## config.mk

```make
export PLATFORM = sky130hd
export DESIGN_NAME = c3d_top
export DESIGN_NICKNAME = d
export VERILOG_FILES = /design/src/common/c3d_pkg.sv /design/src/hdl/c3d_top.sv
export VERILOG_INCLUDE_DIRS = /design/src /design/src/common
export SDC_FILE = /design/constraint.sdc
export NUM_CORES = 1
export LEC_CHECK = 0
export BUFFER_PORTS_ARGS = -buffer_cell sky130_fd_sc_hd__buf_2
export CAP_MARGIN = 25
export CORE_MARGIN = 2
export CORE_UTILIZATION = 35
export DETAILED_ROUTE_END_ITERATION = 12
export PLACE_DENSITY = 0.59
export SLEW_MARGIN = 20
export SYNTH_ARGS = -nofsm -noshare
export SYNTH_HDL_FRONTEND = slang
export SYNTH_SLANG_ARGS = --single-unit
```

## constraint.sdc

```tcl
create_clock -name clk_in -period 2.8 [get_ports clk_in]
set_clock_uncertainty 0.1 [all_clocks]
set_input_delay 0.42 -clock clk_in [delete_from_list [all_inputs] [get_ports clk_in]]
set_output_delay 0.42 -clock clk_in [all_outputs]
set_load 0.02 [all_outputs]
```

## src/common/c3d_defs.svh

```systemverilog
// Register offsets, field positions, reset values and codes for the channel 3 clock block.
`ifndef C3D_DEFS_SVH
`define C3D_DEFS_SVH

`define C3D_ADDR_DIVCNT   10'h199
`define C3D_ADDR_DIVCTL   10'h19A
`define C3D_ADDR_OUTCTL   10'h19B
`define C3D_ADDR_PRESC    10'h1E0
`define C3D_ADDR_FESEL    10'h1E1

`define C3D_RST_DIVCNT    8'h00
`define C3D_RST_DIVCTL    8'h00
`define C3D_RST_OUTCTL    8'h00
`define C3D_RST_PRESC     8'h00
`define C3D_RST_FESEL     8'h00

`define C3D_DIVCTL_BYP    7
`define C3D_DIVCTL_IGN    6
`define C3D_DIVCTL_FRC    5
`define C3D_DIVCTL_STH    4
`define C3D_OUTCTL_PD     2
`define C3D_OUTCTL_DIR    1
`define C3D_OUTCTL_DCCD   0
`define C3D_FESEL_OSC     1
`define C3D_FESEL_BYP     0

`define C3D_PRESC_STATIC  3'h5
`define C3D_PRESC_BYPASS  3'h6
`define C3D_FE_OSC_CODE   2'h2
`define C3D_FE_EXT_CODE   2'h0

`endif

```

## src/common/c3d_pkg.sv

```systemverilog
// Types shared by the channel 3 clock block.
package c3d_pkg;

   typedef enum logic [1:0] {
      C3D_ST_HOLD  = 2'b00,
      C3D_ST_PHASE = 2'b01,
      C3D_ST_RUN   = 2'b11
   } c3d_state_t;

   typedef struct packed {
      logic group3_output_c;
      logic group3_output_b;
      logic group3_output_a;
   } c3d_grp_t;

endpackage

```

## src/hdl/c3d_top.sv

```systemverilog
// Channel 3 divider, output routing and front-end prescaler control.
//
// Contract
// - Bypass bit set: divider powered down, its input passed straight to its output.
// - Ignore-sync clear: divider obeys chip sync; set: sync is disregarded entirely.
// - Force acts only with ignore-sync: divider runs when force is 0, output held at start-high level when force is 1.
// - In bypass the force bit is ignored; output polarity inversion still applies.
// - Start-high bit sets divider output level after sync: 0 low, 1 high.
// - Four-bit phase offset field for the divider, reset to zero.
// - Channel power-down puts all three output pairs into safe powered-down state.
// - Direct-to-output clear: three outputs fed from the channel divider, the reset state.
// - Direct-to-output set: select 10b routes oscillator, 00b external clock, 01b and 11b keep the channel divider.
// - Duty-cycle correction active when disable bit is 0, off when 1.
// - Prescaler code 000-100 divides by 2-6, 101 static, 110 divides by one.
// - Divider output low for low count plus one, high for high count plus one.
// - Front-end select picks external clock or oscillator; oscillator forbids prescaler bypass.
// - Active sync holds the channel static; its release restarts the channel.
`timescale 1ns/1ps
`include "c3d_defs.svh"

module c3d_top
   import c3d_pkg::*;
(
   // Clock and reset.
   input  wire logic        clk_in,
   input  wire logic        rst_n_in,
   // Register port.
   input  wire logic [9:0]  reg_addr_in,
   input  wire logic [7:0]  reg_wdata_in,
   input  wire logic        reg_wr_in,
   output logic      [7:0]  reg_rdata_out,
   // Clock sources and chip-level sync.
   input  wire logic        osc_level_in,
   input  wire logic        ext_level_in,
   input  wire logic        sync_n_in,
   input  wire logic [2:0]  polarity_invert_in,
   // Channel outputs.
   output c3d_grp_t         group3_outputs_out,
   output logic             channel_power_down_out,
   output logic             duty_cycle_correction_out
);

   // ---------------------------------------------------------------
   // Registers
   // ---------------------------------------------------------------
   logic [7:0] divcnt_r, divctl_r, outctl_r, presc_r, fesel_r;
   logic [7:0] divcnt_nxt, divctl_nxt, outctl_nxt, presc_nxt, fesel_nxt, rdata_nxt;

   always_comb begin
      divcnt_nxt = divcnt_r;
      divctl_nxt = divctl_r;
      outctl_nxt = outctl_r;
      presc_nxt  = presc_r;
      fesel_nxt  = fesel_r;
      if (reg_wr_in) begin
         unique case (reg_addr_in)
            `C3D_ADDR_DIVCNT: divcnt_nxt = reg_wdata_in;
            `C3D_ADDR_DIVCTL: divctl_nxt = reg_wdata_in;
            `C3D_ADDR_OUTCTL: outctl_nxt = {5'h00, reg_wdata_in[2:0]};
            `C3D_ADDR_PRESC:  presc_nxt  = {5'h00, reg_wdata_in[2:0]};
            `C3D_ADDR_FESEL:  fesel_nxt  = {6'h00, reg_wdata_in[1:0]};
            default: ;
         endcase
      end
      unique case (reg_addr_in)
         `C3D_ADDR_DIVCNT: rdata_nxt = divcnt_r;
         `C3D_ADDR_DIVCTL: rdata_nxt = divctl_r;
         `C3D_ADDR_OUTCTL: rdata_nxt = outctl_r;
         `C3D_ADDR_PRESC:  rdata_nxt = presc_r;
         `C3D_ADDR_FESEL:  rdata_nxt = fesel_r;
         default:          rdata_nxt = 8'h00;
      endcase
   end

   always_ff @(posedge clk_in or negedge rst_n_in) begin
      if (!rst_n_in) begin
         divcnt_r      <= `C3D_RST_DIVCNT;
         divctl_r      <= `C3D_RST_DIVCTL;
         outctl_r      <= `C3D_RST_OUTCTL;
         presc_r       <= `C3D_RST_PRESC;
         fesel_r       <= `C3D_RST_FESEL;
         reg_rdata_out <= 8'h00;
      end else begin
         divcnt_r      <= divcnt_nxt;
         divctl_r      <= divctl_nxt;
         outctl_r      <= outctl_nxt;
         presc_r       <= presc_nxt;
         fesel_r       <= fesel_nxt;
         reg_rdata_out <= rdata_nxt;
      end
   end

   logic       byp, ign, frc, sth, pd, dir;
   logic [3:0] phase, low_cnt, high_cnt;
   assign byp      = divctl_r[`C3D_DIVCTL_BYP];
   assign ign      = divctl_r[`C3D_DIVCTL_IGN];
   assign frc      = divctl_r[`C3D_DIVCTL_FRC];
   assign sth      = divctl_r[`C3D_DIVCTL_STH];
   assign phase    = divctl_r[3:0];
   assign pd       = outctl_r[`C3D_OUTCTL_PD];
   assign dir      = outctl_r[`C3D_OUTCTL_DIR];
   assign low_cnt  = divcnt_r[7:4];
   assign high_cnt = divcnt_r[3:0];
   assign duty_cycle_correction_out = ~outctl_r[`C3D_OUTCTL_DCCD];
   assign channel_power_down_out    = pd;

   // ---------------------------------------------------------------
   // Prescaler
   // ---------------------------------------------------------------
   // Returns the divide ratio, zero meaning a static output.
   function automatic logic [2:0] presc_ratio(input logic [2:0] code, input logic osc,
                                              input logic fe_byp);
      if (fe_byp && !osc)
         presc_ratio = 3'h1;
      else if (code == `C3D_PRESC_BYPASS)
         presc_ratio = osc ? 3'h2 : 3'h1;
      else if (code > 3'h4)
         presc_ratio = 3'h0;
      else
         presc_ratio = code + 3'h2;
   endfunction

   logic       osc_sel, src_lvl, tick, plvl_r, plvl_nxt;
   logic [2:0] ratio, pcnt_r, pcnt_nxt;
   assign osc_sel = fesel_r[`C3D_FESEL_OSC];
   assign src_lvl = osc_sel ? osc_level_in : ext_level_in;
   assign ratio   = presc_ratio(presc_r[2:0], osc_sel, fesel_r[`C3D_FESEL_BYP]);

   always_comb begin
      pcnt_nxt = 3'h0;
      plvl_nxt = 1'b0;
      tick     = 1'b0;
      if (ratio == 3'h1) begin
         plvl_nxt = src_lvl;
         tick     = 1'b1;
      end else if (ratio != 3'h0) begin
         tick     = (pcnt_r >= ratio - 3'h1);
         pcnt_nxt = tick ? 3'h0 : pcnt_r + 3'h1;
         plvl_nxt = (pcnt_nxt < {1'b0, ratio[2:1]});
      end
   end

   always_ff @(posedge clk_in or negedge rst_n_in) begin
      if (!rst_n_in) begin
         pcnt_r <= 3'h0;
         plvl_r <= 1'b0;
      end else begin
         pcnt_r <= pcnt_nxt;
         plvl_r <= plvl_nxt;
      end
   end

   // ---------------------------------------------------------------
   // Channel divider
   // ---------------------------------------------------------------
   c3d_state_t st_r, st_nxt;
   logic [3:0] cnt_r, cnt_nxt;
   logic       lvl_r, lvl_nxt, sync_act, forced;
   assign sync_act = ~sync_n_in & ~ign;
   assign forced   = ign & frc;

   always_comb begin
      st_nxt  = st_r;
      cnt_nxt = cnt_r;
      lvl_nxt = lvl_r;
      if (forced) begin
         st_nxt  = C3D_ST_RUN;
         cnt_nxt = 4'h0;
         lvl_nxt = sth;
      end else if (sync_act) begin
         st_nxt  = C3D_ST_HOLD;
         cnt_nxt = 4'h0;
         lvl_nxt = sth;
      end else begin
         unique case (st_r)
            C3D_ST_HOLD: begin
               st_nxt  = (phase == 4'h0) ? C3D_ST_RUN : C3D_ST_PHASE;
               cnt_nxt = 4'h0;
               lvl_nxt = sth;
            end
            C3D_ST_PHASE: begin
               lvl_nxt = sth;
               if (tick) begin
                  if (cnt_r + 4'h1 >= phase) begin
                     st_nxt  = C3D_ST_RUN;
                     cnt_nxt = 4'h0;
                  end else begin
                     cnt_nxt = cnt_r + 4'h1;
                  end
               end
            end
            C3D_ST_RUN: begin
               if (tick) begin
                  if (cnt_r == (lvl_r ? high_cnt : low_cnt)) begin
                     cnt_nxt = 4'h0;
                     lvl_nxt = ~lvl_r;
                  end else begin
                     cnt_nxt = cnt_r + 4'h1;
                  end
               end
            end
            default: begin
               st_nxt  = C3D_ST_HOLD;
               cnt_nxt = 4'h0;
            end
         endcase
      end
   end

   always_ff @(posedge clk_in or negedge rst_n_in) begin
      if (!rst_n_in) begin
         st_r  <= C3D_ST_HOLD;
         cnt_r <= 4'h0;
         lvl_r <= 1'b0;
      end else begin
         st_r  <= st_nxt;
         cnt_r <= cnt_nxt;
         lvl_r <= lvl_nxt;
      end
   end

   // ---------------------------------------------------------------
   // Output routing
   // ---------------------------------------------------------------
   logic     div_out, chan_lvl;
   c3d_grp_t grp_nxt;
   assign div_out = byp ? plvl_r : lvl_r;

   always_comb begin
      chan_lvl = div_out;
      if (dir && fesel_r[1:0] == `C3D_FE_OSC_CODE)
         chan_lvl = osc_level_in;
      else if (dir && fesel_r[1:0] == `C3D_FE_EXT_CODE)
         chan_lvl = ext_level_in;
      grp_nxt.group3_output_a = ~pd & (chan_lvl ^ polarity_invert_in[0]);
      grp_nxt.group3_output_b = ~pd & (chan_lvl ^ polarity_invert_in[1]);
      grp_nxt.group3_output_c = ~pd & (chan_lvl ^ polarity_invert_in[2]);
   end

   always_ff @(posedge clk_in or negedge rst_n_in) begin
      if (!rst_n_in)
         group3_outputs_out <= '0;
      else
         group3_outputs_out <= grp_nxt;
   end
endmodule // c3d_top

```

==> flow_metrics.py, run 1 <==
metrics = {
    "sta": {
        "slew_headroom_pct": 59.7,
        "hold_viol_final": 0,
        "fin_hold_ws_ps": 238,
        "clock.fmax_ghz": 0.365,
        "fin_crit_ps": 2740,
        "tns_ps": 0,
        "post-route-period-util_pct": 97.9,
        "slew_violations": 0,
        "setup_viol": 0,
        "worst_pin_slew_ps": 600,
    },
    "pwr": {
        "leakagePower_uw": 0.00149,
        "power.total_uw": 1610,
        "powerDensity_nw_per_um2": 522,
        "ir_drop_mv": 0.219,
    },
    "min_path": {
        "hp-start": "reg_wdata_in[6]",
        "min_to": "divcnt_r[6]",
        "hold_path_class": "in2reg",
        "whs_path_depth": 2,
    },
    "clocking": {
        "clkSlewWorstSetupHoldPaths_ps": 100,
        "numCtsBuffers": 5,
        "insertion_delay_ps": 300,
        "cts-root-buf": "clkbuf_8",
        "cts_buffer_depth": 2,
        "cts_sinks": 46,
        "cts_max_level": 2,
        "cts_tree": "yes",
    },
    "detailed_routing": {
        "vias": 1949,
        "drc": 0,
        "firstDrtPassIters": 4,
        "ant_nets": 0,
        "routed_wl_um": 5730,
        "wl_per_cell_um": 14.7,
        "routed_via_density": 5.01,
        "dr.first_iter.drc_count": 90,
    },
    "logic_synthesis": {
        "ys_seq_area_share_pct": 44.6,
        "synth_edf_count": 0,
        "synth_area_um2": 2580,
        "yosysUniqueCellTypes": 63,
        "syn_inst": 236,
        "synthFlopType": "dfrtp_1",
        "synthesis.nets": 276,
        "avgSynthCellArea_um2": 10.9,
        "synth_warnings": 0,
        "ys_ff_latch": 46,
        "synthArstFlopShare_pct": 100,
    },
    "worst_setup_path": {
        "setup.worst_path.class": "reg2reg",
        "cp-startpoint": "fesel_r[0]",
        "r2r_cells": 10,
        "startpoint_type": "flip-flop",
        "slowest_stage": "dfrtp_1",
        "crit_arrival_ps": 2830,
        "cp.buffers_inverters": 2,
        "worstPathRequired_ps": 2890,
        "cp_slowest_stage_delay_ps": 420,
        "endpoint_kind": "flip-flop",
        "ff2ff_setup_slack_ps": 60,
        "reg2reg_to": "lvl_r",
        "cp_max_fo": 5,
        "r2r-start": "fesel_r[0]",
        "worstPathCellList": "nor2b_4, a221o_1, ha_1, inv_1, ha_1, a211o_1, buf_4, a31o_4, and3_1, a211o_1",
        "cpLargestDelayFamily": "compound AO/OA/AOI/OAI gates",
    },
    "placement": {
        "hpwl_um": 4370,
        "gp_congestion": 0.845,
        "port_buffers": 39,
    },
    "global_route": {
        "grt_use_total_pct": 14.9,
        "antenna_found_initial": 0,
        "grt_pass1_vias": 1917,
        "grt_overflow": 0,
        "grt_max_degree": 34,
        "grt_pass1_wl_um": 9740,
    },
    "final_layout": {
        "final_common_cell": "dfrtp_1",
        "drive_gt1_share_pct": 27.9,
        "utilization_pct": 42.7,
        "syn2layout_area_growth_pct": 19.4,
        "antenna_cells": 0,
        "mostFrequentLayoutCells": "dfrtp_1 (44), buf_2 (39), nand2_1 (17)",
        "fill_cells": 721,
        "final_nets": 329,
    },
    "floorplan": {
        "fp.dieH_um": 89.9,
        "fp.dieArea_um2": 8080,
        "rows": 31,
        "fp.coreArea_um2": 7210,
        "die_w_um": 89.9,
        "io_pins": 40,
        "start_util_pct": 35.8,
    },
    "flow_run": {
        "maxCapViolCount": 0,
    },
    "status": {
        "status": "finished clean",
    },
}
[state kept, by name (all words and copies together), names as in the netlist, 2 cells and up]
register / cells
presc_r: 3
fesel_r: 2
group3_outputs_out: 3
outctl_r: 3
reg_rdata_out: 8
cnt_r: 4
divcnt_r: 8
st_r: 2
pcnt_r: 3
divctl_r: 8
[worst register-to-register path: cells and delay by family, from the launching register on]
kind / cells / cell delay (ps)
compound gates: 4 / 1070
fa+ha+maj: 2 / 560
buf+inv: 2 / 200
flops: 1 / 420
simple gates: 2 / 290
[how the worst max path moves through the flow]
| stage | endpoint | slack, ps | depth (start not counted) |
|---|---|---|---|
| 2_1_floorplan | plvl_r | 240 | 11 |
| 3_3_place_gp | plvl_r | 130 | 12 |
| 3_5_place_dp | plvl_r | 7 | 12 |
| 4_1_cts | plvl_r | 30 | 11 |
| 5_1_grt | cnt_r[0] | -20 | 14 |
| 6_report | lvl_r | 60 | 10 |
[per-stage QoR]
stage / cells / worst slack (ps) / instance area [um2]
6_report: 389 / 59.3 / 3080
4_1_cts: 382 / 25.2 / 3010
5_1_grt: 389 / -18.2 / 3080
2_1_floorplan: 236 / 235 / 2580
3_5_place_dp: 372 / 6.93 / 2900
3_3_place_gp: 372 / 126 / 2900
[kinds of logic after synthesis]
family	after synthesis	synth area share (%)
flops	46	44.6
buf+inv	22	3.78
fa+ha+maj	13	6.30
mux	28	11.8
compound gates	57	16.5
simple gates	59	13.2
xor+xnor	11	3.73
[cell usage after synthesis (2+ instances only)]
library cell | instances | area, um2
nor4bb_1 | 2 | 20.0
or3_1 | 2 | 12.5
buf_2 | 3 | 15.0
nand3_1 | 3 | 15.0
mux2i_1 | 8 | 80.1
xnor2_1 | 4 | 35.0
nand2b_1 | 4 | 25.0
xor2_1 | 7 | 61.3
buf_4 | 3 | 22.5
ha_1 | 13 | 163
a21oi_1 | 7 | 35.0
o31ai_1 | 4 | 30.0
dfrtp_1 | 46 | 1150
inv_1 | 13 | 48.8
clkbuf_1 | 2 | 7.51
o21ai_1 | 6 | 30.0
o221ai_1 | 2 | 17.5
nand2_1 | 18 | 67.6
o21ai_0 | 8 | 40.0
a22o_1 | 5 | 43.8
a22oi_1 | 3 | 22.5
nor2_1 | 10 | 37.5
mux2_2 | 5 | 56.3
a211o_1 | 2 | 17.5
mux2_1 | 15 | 169
nor2b_1 | 3 | 18.8
a31oi_1 | 2 | 12.5
[layout make-up]
class	instances	area (um2)	share of cell area (%)
inverter	14	52.6	1.71
clock inverter	3	23.8	0.771
multi-input combinational	168	1350	43.8
tap	99	124	4.02
timing repair buffer	54	310	10.1
sequential	46	1150	37.4
clock buffer	5	68.8	2.23
[where the power goes]
| group | switching [uW] | internal (uW) | leakage, uW | total [uW] |
|---|---|---|---|---|
| Clock | 243 | 179 | 0.0000408 | 421 |
| Sequential | 39.3 | 709 | 0.000603 | 748 |
| Combinational | 222 | 217 | 0.000844 | 440 |
| Total | 504 | 1100 | 0.00149 | 1610 |
[metal layers]
metal | track usage [%] | part of all wire [%] | vias up
li1 | - | - | 974
met1 | 21.0 | 49 | 925
met2 | 23.4 | 46 | 46
met3 | 3.19 | 4.0 | 4
met4 | 3.85 | 0.92 | 0
met5 | 0 | 0 | -
[what timing repair did]
| action | 4_1_cts | 5_1_grt |
|---|---|---|
| endpoints found under the hold margin | 13 | 0 |
| gates resized for setup | 1 | 6 |
| pin swaps | 0 | 3 |
| setup endpoints to repair | 1 | 2 |
| hold buffers | 1 | 0 |
| buffers inserted | 1 | 7 |
No activity file was read; power rests on OpenSTA's default activity.
==> run 2: changes to the inputs <==
--- a/config.mk
+++ b/config.mk
@@ -12,6 +12,7 @@
 export CORE_UTILIZATION = 35
 export DETAILED_ROUTE_END_ITERATION = 12
 export PLACE_DENSITY = 0.59
+export SETUP_SLACK_MARGIN = 0.2
 export SLEW_MARGIN = 20
 export SYNTH_ARGS = -nofsm -noshare
 export SYNTH_HDL_FRONTEND = slang
==> run 2 against run 1 <==
Net effect:
- global-route usage is 0.25 points higher
- via count rose by 0.72%
- register-to-register slack improved by 70 ps
- critical path depth unchanged
- utilization is essentially flat
- cell area barely moved
- combinational power fell by 2%
- wire length rose by 1.5%
- clock-buffer cell count unchanged
- highest routed layer unchanged
==> flow_metrics.py, run 2 (synthesis gave the netlist of run 1 again) <==
metrics = {
    "status": {
        "status": "finished clean",
    },
    "global_route": {
        "grt_use_total_pct": 15.1,
        "grtUsageMet3_pct": 3.19,
        "grt_overflow": 0,
        "met2_usage_pct": 23.7,
        "grt_max_degree": 34,
        "use_met1_pct": 21.4,
        "top_usage_layer": "met2",
        "grt_pass1_wl_um": 9900,
        "grt_pass1_vias": 1954,
        "antenna_found_initial": 0,
    },
    "sta": {
        "clock.fmax_ghz": 0.375,
        "hold_viol_final": 0,
        "fin_crit_ps": 2670,
        "post-route-period-util_pct": 95.3,
        "slew_violations": 0,
        "worst_pin_slew_ps": 601,
        "slew_headroom_pct": 59.6,
        "rsz0062_at_grt": "true",
        "setup_viol": 0,
        "tns_ps": 0,
    },
    "pwr": {
        "power.total_uw": 1600,
        "leakagePower_uw": 0.00148,
        "powerDensity_nw_per_um2": 520,
        "ir_drop_mv": 0.229,
    },
    "final_layout": {
        "finalNonFillerCells": 389,
        "mostFrequentLayoutCells": "dfrtp_1 (43), buf_2 (39), nand2_1 (17)",
        "top_regs": "divcnt_r x8, divctl_r x8, reg_rdata_out x8",
        "antenna_cells": 0,
        "syn2layout_area_growth_pct": 19.5,
        "final_common_cell": "dfrtp_1",
        "final_area_um2": 3080,
        "drive_gt1_share_pct": 28.6,
        "final_nets": 329,
    },
    "worst_setup_path": {
        "cp_max_fo": 7,
        "crit_arrival_ps": 2790,
        "endpoint_kind": "flip-flop",
        "worstPathRequired_ps": 2920,
        "setup.worst_path.class": "reg2reg",
        "startpoint_type": "flip-flop",
    },
    "floorplan": {
        "fp.coreArea_um2": 7210,
        "fp.dieH_um": 89.9,
        "rows": 31,
        "die_w_um": 89.9,
        "start_util_pct": 35.8,
        "fp.dieArea_um2": 8080,
        "io_pins": 40,
    },
    "placement": {
        "gp_congestion": 0.845,
        "port_buffers": 39,
        "placed_cell_area_um2": 2900,
        "dp_cells": 372,
        "hpwl_um": 4370,
    },
    "clocking": {
        "cts_tree": "yes",
        "numCtsBuffers": 5,
        "cts-root-buf": "clkbuf_8",
        "cts_max_level": 2,
        "cts_sinks": 46,
        "clkSlewWorstSetupHoldPaths_ps": 100,
        "cts_buffer_depth": 2,
        "insertion_delay_ps": 300,
    },
    "detailed_routing": {
        "vias": 1963,
        "firstDrtPassIters": 4,
        "routed_wl_um": 5820,
        "wl_per_cell_um": 15.0,
        "dr.first_iter.drc_count": 96,
        "drc": 0,
        "routed_via_density": 5.05,
        "ant_nets": 0,
    },
    "flow_run": {
        "maxCapViolCount": 0,
    },
    "min_path": {
        "hold_path_class": "in2reg",
    },
}
run 2: cell counts in the layout (fill, tap and decap cells not counted):
Identical to the previous run, type by type.
run 2: final cells by class:
type                       count  area, um2
multi-input combinational    168       1350
sequential                    46       1150
fill                         719       4130
tap                           99        124
inverter                      14       52.6
clock inverter                 3       23.8
timing repair buffer          54        310
clock buffer                   5       68.8
run 2: per-layer routing:
layer,vias to the layer above,share of wire [%]
li1,971,-
met1,947,50
met2,41,46
met3,4,3.0
met4,0,1.0
met5,-,0
run 2: what timing repair did:
action	4_1_cts	5_1_grt
resized for setup	6	2
setup endpoints to repair	4	7
setup buffers	7	1
hold endpoints to repair	13	0
hold buffers	1	0
pin swaps	4	2
run 2: final timing paths:
kind	depth (start not counted)	start	endpoint	slack [ps]
setup / recovery	10	presc_r[2]	plvl_r	130
hold / removal	2	reg_wdata_in[6]	divcnt_r[6]	240
setup reg to reg	10	presc_r[2]	plvl_r	130
hold reg to reg	1	pcnt_r[0]	pcnt_r[0]	410
max in group asynchronous	3	rst_n_in	presc_r[2]	1380
min in group asynchronous	2	rst_n_in	st_r[1]	450
run 2: critical path: stages (launching register included):
cell and delay, ps:
dfrtp_2 470, a221o_1 420, ha_1 290, inv_1 40, ha_1 260, a211o_1 310, nand2_2 90, and2_1 150
ha_1 240, o21ai_0 90, o2bb2ai_1 150
run 2: through the flow:
step	setup WS [ps]	utilization (%)	hold slack, ps
floorplan	235	-	24.4
global placement	126	40.2	247
detailed placement	6.93	40.2	252
CTS	165	42.5	233
global route	2.12	42.8	236
finish	132	42.8	239
run 2: power breakdown:
group | internal (uW) | switching [uW] | leakage [uW]
Sequential | 709 | 39.3 | 0.000601
Combinational | 212 | 220 | 0.000843
Clock | 179 | 245 | 0.0000408
Total | 1100 | 505 | 0.00148
==> run 3: changes to the inputs <==
--- a/config.mk
+++ b/config.mk
@@ -8,7 +8,7 @@
 export LEC_CHECK = 0
 export BUFFER_PORTS_ARGS = -buffer_cell sky130_fd_sc_hd__buf_2
 export CAP_MARGIN = 25
-export CORE_MARGIN = 2
+export CORE_MARGIN = 3
 export CORE_UTILIZATION = 35
 export DETAILED_ROUTE_END_ITERATION = 12
 export PLACE_DENSITY = 0.59
==> run 3 against run 2 <==
Net effect:
- global-route usage is 0.90 points lower
- cell area up 1.6%
- final cell count down 0.77%
- sequential power about the same
- non-clock buffer count unchanged
- flip-flop and latch count is the same
- highest routed layer unchanged
==> flow_metrics.py, run 3 (synthesis gave the netlist of run 1 again) <==
metrics = {
    "detailed_routing": {
        "firstDrtPassIters": 4,
        "ant_nets": 0,
        "drc": 0,
        "routed_via_density": 5.07,
        "dr.first_iter.drc_count": 64,
        "wl_per_cell_um": 15.2,
        "wl_met1_um": 2840,
        "routed.top_layer": "met4",
        "routed_wl_um": 5860,
        "met2_wirelength_um": 2610,
        "met3_length_um": 253,
        "vias": 1958,
    },
    "sta": {
        "slew_headroom_pct": 58.8,
        "setup_viol": 0,
        "clock.fmax_ghz": 0.377,
        "slew_violations": 0,
        "hold_viol_final": 0,
        "fin_crit_ps": 2650,
        "post-route-period-util_pct": 94.7,
        "tns_ps": 0,
        "worst_pin_slew_ps": 614,
        "rsz0062_at_grt": "true",
    },
    "clocking": {
        "cts_buffer_depth": 2,
        "clkSlewWorstSetupHoldPaths_ps": 100,
        "insertion_delay_ps": 300,
        "cts_tree": "yes",
        "cts_max_level": 2,
        "cts-root-buf": "clkbuf_8",
        "cts_sinks": 46,
        "numCtsBuffers": 5,
    },
    "pwr": {
        "power_frac_clock_pct": 25.4,
        "powerDensity_nw_per_um2": 534,
        "power.total_uw": 1670,
        "leakagePower_uw": 0.00149,
        "ir_drop_mv": 0.238,
        "seqPwrFrac_pct": 44.8,
        "p_switching_uw": 526,
        "p_int_uw": 1150,
        "p_comb_share_pct": 29.7,
        "swShare_pct": 31.4,
    },
    "final_layout": {
        "fill_cells": 687,
        "final_nets": 329,
        "mostFrequentLayoutCells": "dfrtp_1 (42), buf_2 (39), nand2_1 (17)",
        "final_common_cell": "dfrtp_1",
        "antenna_cells": 0,
        "top_regs": "divcnt_r x8, divctl_r x8, reg_rdata_out x8",
        "syn2layout_area_growth_pct": 21.4,
        "seq_area_um2": 1160,
        "multi_input_area_um2": 1400,
        "finalNonFillerCells": 386,
        "drive_gt1_share_pct": 32.1,
    },
    "worst_setup_path": {
        "startpoint_type": "flip-flop",
        "endpoint_kind": "flip-flop",
        "crit_arrival_ps": 2750,
        "setup.worst_path.class": "reg2reg",
        "worstPathRequired_ps": 2900,
        "cp_max_fo": 7,
    },
    "floorplan": {
        "die_w_um": 91.9,
        "fp.dieH_um": 91.9,
        "io_pins": 40,
        "start_util_pct": 37.0,
        "fp.dieArea_um2": 8440,
        "rows": 30,
        "fp.coreArea_um2": 6980,
    },
    "status": {
        "status": "finished clean",
    },
    "placement": {
        "hpwl_um": 4320,
        "dp_cells": 368,
        "port_buffers": 39,
        "gp_congestion": 0.805,
    },
    "global_route": {
        "grt_overflow": 0,
        "antenna_found_initial": 0,
        "grt_use_total_pct": 14.2,
        "grt_pass1_wl_um": 9590,
        "grt_max_degree": 34,
        "grt_pass1_vias": 1927,
    },
    "flow_run": {
        "maxCapViolCount": 0,
    },
    "min_path": {
        "hold_path_class": "in2reg",
    },
}
-- run 3: power by group through the flow --
stage	Sequential [uW]	Combinational, uW	Clock [uW]
after detailed placement	763	374	0
final	750	497	426
after floorplan	754	265	0
after global placement	762	368	0
after global routing	756	562	468
after CTS	749	410	445
-- run 3: worst max-delay path, cell delays in order, from the launching register on --
cell	delay, ps
dfrtp_2	460
nand2_1	70
a221o_1	360
ha_1	290
inv_1	40
ha_1	270
a211o_1	330
a31o_4	260
and3_4	140
a211o_1	220
-- run 3: worst paths after layout --
path                                       from          end  depth (start not counted)  slack [ps]
min in group asynchronous              rst_n_in  divctl_r[5]                          2         440
worst min-delay path            reg_wdata_in[5]  divcnt_r[5]                          2         230
worst max register to register       presc_r[2]        lvl_r                          9         150
worst min register to register        pcnt_r[0]    pcnt_r[0]                          1         400
worst max-delay path                 presc_r[2]        lvl_r                          9         150
max in group asynchronous              rst_n_in   fesel_r[1]                          3        1380
-- run 3: cell type report --
class / instances / share of cell area [%]
clock buffer: 5 / 2.20
clock inverter: 3 / 0.759
inverter: 14 / 1.68
multi-input combinational: 168 / 44.7
sequential: 46 / 36.9
tap: 96 / 3.83
timing repair buffer: 54 / 9.90
-- run 3: per-stage QoR --
stage / util, % / setup slack [ps] / cell area (um2) / hold slack (ps)
2_1_floorplan: - / 235 / 2580 / 24.4
3_3_place_gp: 41.4 / 102 / 2890 / 235
3_5_place_dp: 41.4 / 47.7 / 2890 / 236
4_1_cts: 43.6 / 204 / 3050 / 227
5_1_grt: 44.9 / 50.3 / 3130 / 238
6_report: 44.9 / 147 / 3130 / 232
-- run 3: repair_timing --
| action | in CTS | in global routing |
|---|---|---|
| gates resized for setup | 5 | 15 |
| endpoints found under the hold margin | 13 | 0 |
| buffers inserted | 6 | 3 |
| hold buffers | 1 | 0 |
| setup endpoints to repair | 4 | 7 |
| pin swaps | 5 | 10 |
-- run 3: per-layer routing --
layer  vias up  global-route usage [%]
li1        976                       -
met1       924                    19.5
met2        46                    21.4
met3        12                    3.20
met4         0                    6.19
met5         -                       0
